File: src/mdu_map.svh
// Purpose: Constants of the multiply and divide instruction unit
// Assumes: Included by the unit and its divider, bare name
// Notes:   Definitions only
`ifndef MDU_MAP_SVH
`define MDU_MAP_SVH
// What this block does
// - Operands from general, parameter or immediate
// - Suffix selects six operand-area combinations
// - Twelve multiply and six divide variants
// - Multiply first by second into destination
// - Half multiply: low at dst, high dst+1
// - Products always go to general area
// - Full multiply: register pairs, four result words
// - Full multiply: high pair dst+3/dst+2
// - Divide first by second into destination
// - Quotient lower address, remainder higher address
// - Half divide: quotient dst, remainder dst+1
// - Quotients always go to general area

`define MDU_WORD_W      16
`define MDU_DIV_STEPS   5'h10
`define MDU_DIV0_QUO    16'hFFFF
`define MDU_LAST_HALF   2'h1
`define MDU_LAST_FULL   2'h3
`define MDU_AREA_GEN    1'b0
`define MDU_AREA_PAR    1'b1
`define MDU_NO_WORD     3'h4
`endif

File: src/mdu_pkg.sv
// Purpose: Types of the multiply and divide instruction unit
// Assumes: Nothing
// Notes:   Constants live in mdu_map.svh
package mdu_pkg;

   typedef enum logic [1:0] {
      multiply_half_width = 2'h0,
      multiply_full_width = 2'h1,
      divide_half_width   = 2'h2
   } mdu_kind_e;

   typedef enum logic [2:0] {
      src_general_general     = 3'h0,
      src_immediate_general   = 3'h1,
      src_parameter_general   = 3'h2,
      src_immediate_parameter = 3'h3,
      src_general_parameter   = 3'h4,
      src_parameter_parameter = 3'h5
   } mdu_src_e;

   typedef enum logic [2:0] {
      st_idle  = 3'b000,
      st_read  = 3'b001,
      st_latch = 3'b010,
      st_exec  = 3'b011,
      st_div   = 3'b100,
      st_write = 3'b101
   } mdu_state_e;

endpackage

File: src/mdu_div_if.sv
// Purpose: Link between the instruction unit and its divider
// Assumes: One clock domain
// Notes:   start is a one-cycle pulse, done likewise
`timescale 1ns/1ps
interface mdu_div_if;
   logic        start;
   logic [15:0] dividend;
   logic [15:0] divisor;
   logic [15:0] quotient;
   logic [15:0] remainder;
   logic        done;
   modport unit (output start, dividend, divisor, input quotient, remainder, done);
   modport div  (input start, dividend, divisor, output quotient, remainder, done);
endinterface

File: src/mdu_divider.sv
// Purpose: Serial restoring divider, one quotient bit per cycle
// Assumes: start only while idle; clk_en freezes all state
// Notes:   Zero divisor answers in one cycle with a fixed quotient and the dividend as remainder
`timescale 1ns/1ps
`include "mdu_map.svh"
module mdu_divider (
   input  wire logic core_clk,
   input  wire logic rstn,
   input  wire logic clk_en,
   mdu_div_if.div    d
);
   logic        busy;
   logic        next_busy;
   logic [4:0]  step;
   logic [4:0]  next_step;
   logic [15:0] q;
   logic [15:0] next_q;
   logic [15:0] r;
   logic [15:0] next_r;
   logic [15:0] dsr;
   logic [15:0] next_dsr;
   logic [15:0] dvd;
   logic [15:0] next_dvd;
   logic        done;
   logic        next_done;
   logic [16:0] shifted;
   logic [16:0] diff;

   always_comb begin
      next_busy = busy;
      next_step = step;
      next_q    = q;
      next_r    = r;
      next_dsr  = dsr;
      next_dvd  = dvd;
      next_done = 1'b0;
      shifted   = {r, q[15]};
      diff      = shifted - {1'b0, dsr};
      if (d.start && !busy) begin
         next_dvd = d.dividend;
         next_dsr = d.divisor;
         if (d.divisor == 16'h0000) begin
            // No iterations: a zero divisor must not hang the program
            next_q    = `MDU_DIV0_QUO;
            next_r    = d.dividend;
            next_done = 1'b1;
         end else begin
            next_q    = d.dividend;
            next_r    = 16'h0000;
            next_step = `MDU_DIV_STEPS;
            next_busy = 1'b1;
         end
      end else if (busy) begin
         if (!diff[16]) begin
            next_r = diff[15:0];
            next_q = {q[14:0], 1'b1};
         end else begin
            next_r = shifted[15:0];
            next_q = {q[14:0], 1'b0};
         end
         next_step = step - 5'h01;
         if (step == 5'h01) begin
            next_busy = 1'b0;
            next_done = 1'b1;
         end
      end
   end

   always_ff @(posedge core_clk or negedge rstn) begin
      if (!rstn) begin
         busy <= 1'b0;
         step <= 5'h00;
         q    <= 16'h0000;
         r    <= 16'h0000;
         dsr  <= 16'h0000;
         dvd  <= 16'h0000;
         done <= 1'b0;
      end else if (clk_en) begin
         busy <= next_busy;
         step <= next_step;
         q    <= next_q;
         r    <= next_r;
         dsr  <= next_dsr;
         dvd  <= next_dvd;
         done <= next_done;
      end
   end

   assign d.quotient  = q;
   assign d.remainder = r;
   assign d.done      = done;
endmodule

File: src/mdu_unit.sv
// Purpose: Multiply and divide instructions of the register program
// Assumes: Register areas answer a read one cycle after rd_en
// Notes:   Unsigned arithmetic; results written one word per cycle
`timescale 1ns/1ps
`include "mdu_map.svh"
module mdu_unit #(
   parameter int AW = 16
) (
   input  wire logic          core_clk,
   input  wire logic          rstn,
   input  wire logic          clk_en,
   input  wire logic          op_valid,
   input  wire logic [1:0]    op_kind,
   input  wire logic [2:0]    op_src,
   input  wire logic [31:0]   op_a,
   input  wire logic [AW-1:0] op_b,
   input  wire logic [AW-1:0] op_dst,
   output logic               busy,
   output logic               done,
   output logic               err,
   output logic               rd_en,
   output logic               rd_area,
   output logic [AW-1:0]      rd_addr,
   input  wire logic [15:0]   rd_data,
   output logic               wr_en,
   output logic [AW-1:0]      wr_addr,
   output logic [15:0]        wr_data
);
   mdu_pkg::mdu_state_e state;
   mdu_pkg::mdu_state_e next_state;
   mdu_pkg::mdu_kind_e  kind_q;
   mdu_pkg::mdu_kind_e  next_kind_q;
   mdu_pkg::mdu_src_e   src_q;
   mdu_pkg::mdu_src_e   next_src_q;
   logic [AW-1:0]       a_q;
   logic [AW-1:0]       next_a_q;
   logic [AW-1:0]       b_q;
   logic [AW-1:0]       next_b_q;
   logic [AW-1:0]       dst_q;
   logic [AW-1:0]       next_dst_q;
   logic [31:0]         opa;
   logic [31:0]         next_opa;
   logic [31:0]         opb;
   logic [31:0]         next_opb;
   logic [63:0]         res;
   logic [63:0]         next_res;
   logic [1:0]          idx;
   logic [1:0]          next_idx;
   logic [1:0]          out_idx;
   logic [1:0]          next_out_idx;
   logic                div_start;
   logic                next_div_start;
   logic                next_busy;
   logic                next_done;
   logic                next_err;
   logic                next_rd_en;
   logic                next_rd_area;
   logic [AW-1:0]       next_rd_addr;
   logic                next_wr_en;
   logic [AW-1:0]       next_wr_addr;
   logic [15:0]         next_wr_data;
   logic                legal;
   logic                a_imm;
   logic                a_par;
   logic                b_par;
   logic [2:0]          nw;
   logic [1:0]          last_idx;

   mdu_div_if dl ();

   mdu_divider mdu_divider_i (
      .core_clk (core_clk),
      .rstn     (rstn),
      .clk_en   (clk_en),
      .d        (dl.div)
   );

   assign dl.start    = div_start;
   assign dl.dividend = opa[15:0];
   assign dl.divisor  = opb[15:0];

   // Operand areas by suffix
   function automatic logic imm_a(input mdu_pkg::mdu_src_e s);
      return s == mdu_pkg::src_immediate_general || s == mdu_pkg::src_immediate_parameter;
   endfunction

   function automatic logic par_a(input mdu_pkg::mdu_src_e s);
      return s == mdu_pkg::src_parameter_general || s == mdu_pkg::src_parameter_parameter;
   endfunction

   function automatic logic par_b(input mdu_pkg::mdu_src_e s);
      return s == mdu_pkg::src_immediate_parameter || s == mdu_pkg::src_general_parameter
          || s == mdu_pkg::src_parameter_parameter;
   endfunction

   // Next operand word to fetch at or after position from; words are A lo, A hi, B lo, B hi.
   // Full-width operands come from register pairs, the higher address holding the high half.
   function automatic logic [2:0] next_word(input logic [2:0] from,
                                            input mdu_pkg::mdu_kind_e k,
                                            input mdu_pkg::mdu_src_e s);
      logic [2:0] found;
      logic       need;
      found = `MDU_NO_WORD;
      for (int i = 3; i >= 0; i--) begin
         need = (i >= 2 || !imm_a(s)) && (i[0] == 1'b0 || k == mdu_pkg::multiply_full_width);
         if (need && 3'(i) >= from) begin
            found = 3'(i);
         end
      end
      return found;
   endfunction

   assign a_imm    = imm_a(src_q);
   assign a_par    = par_a(src_q);
   assign b_par    = par_b(src_q);
   assign last_idx = (kind_q == mdu_pkg::multiply_full_width) ? `MDU_LAST_FULL : `MDU_LAST_HALF;
   // Both multiply widths, the half-width divide and all six suffixes are accepted
   assign legal    = (op_kind <= 2'h2) && (op_src <= 3'h5);
   assign nw       = next_word({1'b0, idx} + 3'h1, kind_q, src_q);

   always_comb begin
      next_state     = state;
      next_kind_q    = kind_q;
      next_src_q     = src_q;
      next_a_q       = a_q;
      next_b_q       = b_q;
      next_dst_q     = dst_q;
      next_opa       = opa;
      next_opb       = opb;
      next_res       = res;
      next_idx       = idx;
      next_out_idx   = out_idx;
      next_div_start = 1'b0;
      next_done      = 1'b0;
      next_err       = 1'b0;
      next_rd_en     = 1'b0;
      next_rd_area   = rd_area;
      next_rd_addr   = rd_addr;
      next_wr_en     = 1'b0;
      next_wr_addr   = wr_addr;
      next_wr_data   = wr_data;
      unique case (state)
         mdu_pkg::st_idle: begin
            if (op_valid && !legal) begin
               next_err = 1'b1;
            end else if (op_valid) begin
               next_kind_q = mdu_pkg::mdu_kind_e'(op_kind);
               next_src_q  = mdu_pkg::mdu_src_e'(op_src);
               next_a_q    = op_a[AW-1:0];
               next_b_q    = op_b;
               next_dst_q  = op_dst;
               next_opb    = 32'h0000_0000;
               // Immediate operand carried in the instruction
               if (!imm_a(mdu_pkg::mdu_src_e'(op_src))) begin
                  next_opa = 32'h0000_0000;
               end else if (op_kind == 2'h1) begin
                  next_opa = op_a;
               end else begin
                  next_opa = {16'h0000, op_a[15:0]};
               end
               next_idx   = 2'(next_word(3'h0, mdu_pkg::mdu_kind_e'(op_kind),
                                         mdu_pkg::mdu_src_e'(op_src)));
               next_state = mdu_pkg::st_read;
            end
         end
         mdu_pkg::st_read: begin
            next_rd_en   = 1'b1;
            next_rd_area = idx[1] ? b_par : a_par;
            next_rd_addr = (idx[1] ? b_q : a_q) + AW'(idx[0]);
            next_state   = mdu_pkg::st_latch;
         end
         mdu_pkg::st_latch: begin
            // Area answers the cycle after rd_en, so the request cycle is waited out
            if (!rd_en) begin
               if (idx[1]) begin
                  next_opb[16*idx[0] +: 16] = rd_data;
               end else begin
                  next_opa[16*idx[0] +: 16] = rd_data;
               end
               if (nw == `MDU_NO_WORD) begin
                  next_state = mdu_pkg::st_exec;
               end else begin
                  next_idx   = nw[1:0];
                  next_state = mdu_pkg::st_read;
               end
            end
         end
         mdu_pkg::st_exec: begin
            next_out_idx = 2'h0;
            if (kind_q == mdu_pkg::divide_half_width) begin
               next_div_start = 1'b1;
               next_state     = mdu_pkg::st_div;
            end else begin
               // Half-width operands are zero-extended, so one product serves both widths
               next_res   = {32'h0000_0000, opa} * {32'h0000_0000, opb};
               next_state = mdu_pkg::st_write;
            end
         end
         mdu_pkg::st_div: begin
            if (dl.done) begin
               // Quotient in the low word, remainder above it
               next_res   = {32'h0000_0000, dl.remainder, dl.quotient};
               next_state = mdu_pkg::st_write;
            end
         end
         mdu_pkg::st_write: begin
            // Write port only reaches the general area
            next_wr_en   = 1'b1;
            next_wr_addr = dst_q + AW'(out_idx);
            next_wr_data = res[16*out_idx +: 16];
            if (out_idx == last_idx) begin
               next_done  = 1'b1;
               next_state = mdu_pkg::st_idle;
            end else begin
               next_out_idx = out_idx + 2'h1;
            end
         end
         default: begin
            next_state = mdu_pkg::st_idle;
         end
      endcase
      next_busy = (next_state != mdu_pkg::st_idle);
   end

   always_ff @(posedge core_clk or negedge rstn) begin
      if (!rstn) begin
         state     <= mdu_pkg::st_idle;
         kind_q    <= mdu_pkg::multiply_half_width;
         src_q     <= mdu_pkg::src_general_general;
         a_q       <= '0;
         b_q       <= '0;
         dst_q     <= '0;
         opa       <= 32'h0000_0000;
         opb       <= 32'h0000_0000;
         res       <= 64'h0000_0000_0000_0000;
         idx       <= 2'h0;
         out_idx   <= 2'h0;
         div_start <= 1'b0;
         busy      <= 1'b0;
         done      <= 1'b0;
         err       <= 1'b0;
         rd_en     <= 1'b0;
         rd_area   <= `MDU_AREA_GEN;
         rd_addr   <= '0;
         wr_en     <= 1'b0;
         wr_addr   <= '0;
         wr_data   <= 16'h0000;
      end else if (clk_en) begin
         state     <= next_state;
         kind_q    <= next_kind_q;
         src_q     <= next_src_q;
         a_q       <= next_a_q;
         b_q       <= next_b_q;
         dst_q     <= next_dst_q;
         opa       <= next_opa;
         opb       <= next_opb;
         res       <= next_res;
         idx       <= next_idx;
         out_idx   <= next_out_idx;
         div_start <= next_div_start;
         busy      <= next_busy;
         done      <= next_done;
         err       <= next_err;
         rd_en     <= next_rd_en;
         rd_area   <= next_rd_area;
         rd_addr   <= next_rd_addr;
         wr_en     <= next_wr_en;
         wr_addr   <= next_wr_addr;
         wr_data   <= next_wr_data;
      end
   end
endmodule

File: config.mk
export PLATFORM = sky130hd
export DESIGN_NAME = mdu_unit
export DESIGN_NICKNAME = d
export VERILOG_FILES = /design/src/mdu_pkg.sv /design/src/mdu_div_if.sv /design/src/mdu_divider.sv /design/src/mdu_unit.sv
export VERILOG_INCLUDE_DIRS = /design/src
export SDC_FILE = /design/constraint.sdc
export NUM_CORES = 2
export LEC_CHECK = 0
export BUFFER_PORTS_ARGS = -buffer_cell sky130_fd_sc_hd__buf_2
export CORE_ASPECT_RATIO = 1.1
export CORE_MARGIN = 5
export CORE_UTILIZATION = 50
export CTS_CLUSTER_SIZE = 20
export DETAILED_ROUTE_END_ITERATION = 10
export PLACE_DENSITY = 0.72
export SYNTH_ARGS = -nofsm -noshare
export SYNTH_HDL_FRONTEND = slang
export SYNTH_SLANG_ARGS = --single-unit
File: constraint.sdc
create_clock -name core_clk -period 8.5 [get_ports core_clk]
set_clock_uncertainty 0.15 [all_clocks]
set_input_delay 1.7 -clock core_clk [delete_from_list [all_inputs] [get_ports core_clk]]
set_output_delay 1.7 -clock core_clk [all_outputs]
set_load 0.005 [all_outputs]
==> flow_summary.toml <==
[yosys]
synthFlopType = "dfrtp_1"
synth.top_cells.by_count = "inv_1 (899), fa_1 (898), nand2_1 (729), and2_1 (598), dfrtp_1 (298)"
yosysMostFrequentCell = "inv_1"
synth_edf_count = 0
synth_cells = 5082
synth_top_cell_by_area = "fa_1"
ys_ff_latch = 298
async_flop_share = 1.00
synthesis.nets = 6354
ys_warn_count = 0
syn_avg_cell_area_um2 = 9.35
synth_cell_types = 87
synth_top_area_frac = 0.378
synth_area_mm2 = 0.0475
ys_top_cells_by_area = "fa_1 (38%), dfrtp_1 (16%), and2_1 (7.9%), ha_1 (7.5%), inv_1 (7.1%)"
yosysSeqAreaShare = 0.157

[clock_tree]
root_buffer = "clkbuf_16"
cts_resized = 1
clock_sinks = 298
htreeDepth = 2
clock_path_buffers = 3
clkTransAtPathRegs_ns = 0.06
postCtsSetupBuffers = 0
cts_tree = "yes"
postCtsHoldBufs = 0
numCtsBuffers = 37
insertion_delay_ns = 0.58

[timing]
slew-limit-headroom = 0.182
finalHoldViolations = 0
fin_crit_sh = 0.969
slew_viol_final = 0
holdWs_ns = 0.327
report.final.setup_viol = 0
rsz0062_at_grt = "no"
tightest_slew_ns = 1.22
finalCriticalPeriod_ns = 8.23
max_freq_mhz = 121

[worst_setup_path]
worstPathCellList = "buf_4 -> nand2_1 -> fa_1 -> fa_1 -> inv_1 -> fa_1 -> fa_1 -> fa_1 -> fa_1 -> fa_1 -> inv_1 -> fa_1 -> inv_1 -> ha_1 -> nand4_1 -> nand2b_4 -> or4_4 -> a311oi_2 -> a211oi_2 -> o221ai_2 -> a31oi_4 -> o2111ai_1 -> o211ai_1"
cpMostUsedCell = "fa_1"
rrSetupSlack_ns = 0.27
worstPathArrival_ns = 8.51
r2r_end = "res[57]$_DFFE_PN0P_"
r2r-start = "opa[17]$_DFFE_PN0P_"
rr_worst_depth = 23
cp-start-kind = "flop"
path_buf_inv = 4
slowest_stage = "dfrtp_1"
worstPathMaxFanout = 16
crit_type = "reg2reg"
critPathTopFamily = "adder cells"
cp.required_ns = 8.78
cp_slowest_stage_delay_ns = 0.77
cp-end-kind = "flop"

[worst_hold_path]
hold_start = "rd_addr[2]$_DFFE_PN0P_"
min_to = "rd_addr[2]$_DFFE_PN0P_"
holdCritPathClass = "reg2reg"
whs_path_depth = 2

[power]
power_switching_w = 0.00365
power_frac_clock = 0.222
p_int_w = 0.00428
vdd_drop_max_mv = 0.163
p_leak_nw = 25.5
power_frac_comb = 0.454
seqPwrFrac = 0.324
power_density_mw_per_mm2 = 155
swShare = 0.460

[grt]
grt_pass1_wl_um = 219000
grt_pass1_vias = 38500
grt_max_degree = 86
antenna_found_initial = 3
grt_use_total = 0.273
overflow = 0

[finish]
multi_input_area_mm2 = 0.0356
drive_above_1_share = 0.0982
top_regs = "res: 64 flops, opa: 32 flops, opb: 32 flops"
nFillCells = 8463
largest_register_ffs = 64
seq_area_mm2 = 0.00748
stdcell_count = 6376
nNetsFinal = 6358
area_delta_synth_final_pct = 7.43
top_register = "res"

[route]
vias = 36000
via_per_inst = 5.65
wl_per_cell_um = 21.5
antenna_left = 0
drt-initial-drc-count = 2800
drcViolationCount = 0
dr.pass1.iters = 6
routed_wl_um = 137000

[place]
place.gp.congestion = 0.980
placed_cells = 6307
port_buffers = 142
dp_hpwl_um = 110000

[floorplan]
die_area_mm2 = 0.101
die_y_um = 333
core_area_mm2 = 0.0942
num_rows = 118
top_level_ports = 143
start_util = 0.504
die_w_um = 304

[run]
cap_violations = 0

[status]
outcome = "finished clean"
## cell families (layout without fill, tap and decap cells)
kind of cell,count (synthesis),after routing,synth area share
multiplexers,141,141,0.0364
AND/OR/NAND/NOR,1596,1596,0.165
adder cells (fa/ha/maj),1183,1183,0.453
AO/OA/AOI/OAI,558,558,0.0727
buffers and inverters,1202,1234,0.0955
other,0,2,0
XOR/XNOR,104,104,0.0196
flip-flops,298,298,0.157
## power groups by stage
stage | Clock [W] | Sequential [W] | Combinational [W]
after floorplan | 0 | 0.00216 | 0.00242
after global placement | 0 | 0.00254 | 0.00347
after detailed placement | 0 | 0.00255 | 0.00354
after CTS | 0.00178 | 0.00253 | 0.00357
after global routing | 0.00183 | 0.00262 | 0.00392
final | 0.00176 | 0.00257 | 0.00360
## layer usage
layer	track usage	part of all wire
met1	0.352	0.38
met2	0.455	0.48
met5	0	0.000058
met3	0.0389	0.077
met4	0.140	0.065
## worst register-to-register path: stages, from the launching register on
cell,delay [ns]
dfrtp_1,0.77
buf_4,0.26
nand2_1,0.07
fa_1,0.53
fa_1,0.55
inv_1,0.06
fa_1,0.50
fa_1,0.57
fa_1,0.43
fa_1,0.46
fa_1,0.55
inv_1,0.08
fa_1,0.49
inv_1,0.05
ha_1,0.43
nand4_1,0.19
nand2b_4,0.18
or4_4,0.49
a311oi_2,0.38
a211oi_2,0.17
o221ai_2,0.27
a31oi_4,0.15
o2111ai_1,0.22
o211ai_1,0.11
## cell type report
| type | count | area share |
|---|---|---|
| Tap cell | 1260 | 0.0309 |
| Timing Repair Buffer | 268 | 0.0334 |
| Multi-Input combinational cell | 3582 | 0.697 |
| Inverter | 899 | 0.0661 |
| Clock buffer | 49 | 0.0204 |
| Antenna cell | 2 | 0.0000980 |
| Clock inverter | 18 | 0.00564 |
| Sequential cell | 298 | 0.147 |
## placed cells by master, fill, tap and decap left out, types with 12 or more instances in the layout
cell	n
nand4_1	19
a22oi_1	17
dfrtp_2	19
xnor2_1	57
nor4_1	14
buf_4	123
ha_1	285
a21o_1	29
and3_1	19
fa_1	898
o21bai_1	18
mux4_2	16
mux2_2	95
clkbuf_16	38
nand2b_1	12
a31oi_1	13
a21oi_1	132
inv_1	899
buf_2	141
dfrtp_1	278
nand3_1	26
xor2_1	46
o22ai_1	20
a21boi_0	19
and2_1	598
nand2_1	729
o31ai_1	16
nor2_1	110
o21ai_0	200
mux2i_1	30
nor3_1	30
## worst max-delay path by stage
stage	depth (start not counted)	to	startpoint	slack (ns)
after global routing	24	res[61]$_DFFE_PN0P_	opa[20]$_DFFE_PN0P_	0.008
final	23	res[57]$_DFFE_PN0P_	opa[17]$_DFFE_PN0P_	0.27
after detailed placement	24	res[57]$_DFFE_PN0P_	opb[15]$_DFFE_PN0P_	-0.01
after CTS	24	res[57]$_DFFE_PN0P_	opb[13]$_DFFE_PN0P_	0.09
after global placement	24	res[57]$_DFFE_PN0P_	opb[15]$_DFFE_PN0P_	0.07
after floorplan	25	res[57]$_DFFE_PN0P_	opb[8]$_DFFE_PN0P_	1.17
## per-stage QoR
step,cell area (µm²),TNS [ns],total power [W],setup WS [ns],util
CTS,51000,0,0.00788,0.0924,0.542
global placement,49700,0,0.00601,0.0747,0.527
global route,51000,0,0.00837,0.00778,0.542
finish,51000,0,0.00792,0.267,0.542
detailed placement,49700,-0.0205,0.00610,-0.0148,0.527
floorplan,47500,0,0.00458,1.17,-
Power figures use the tool's default switching activity.
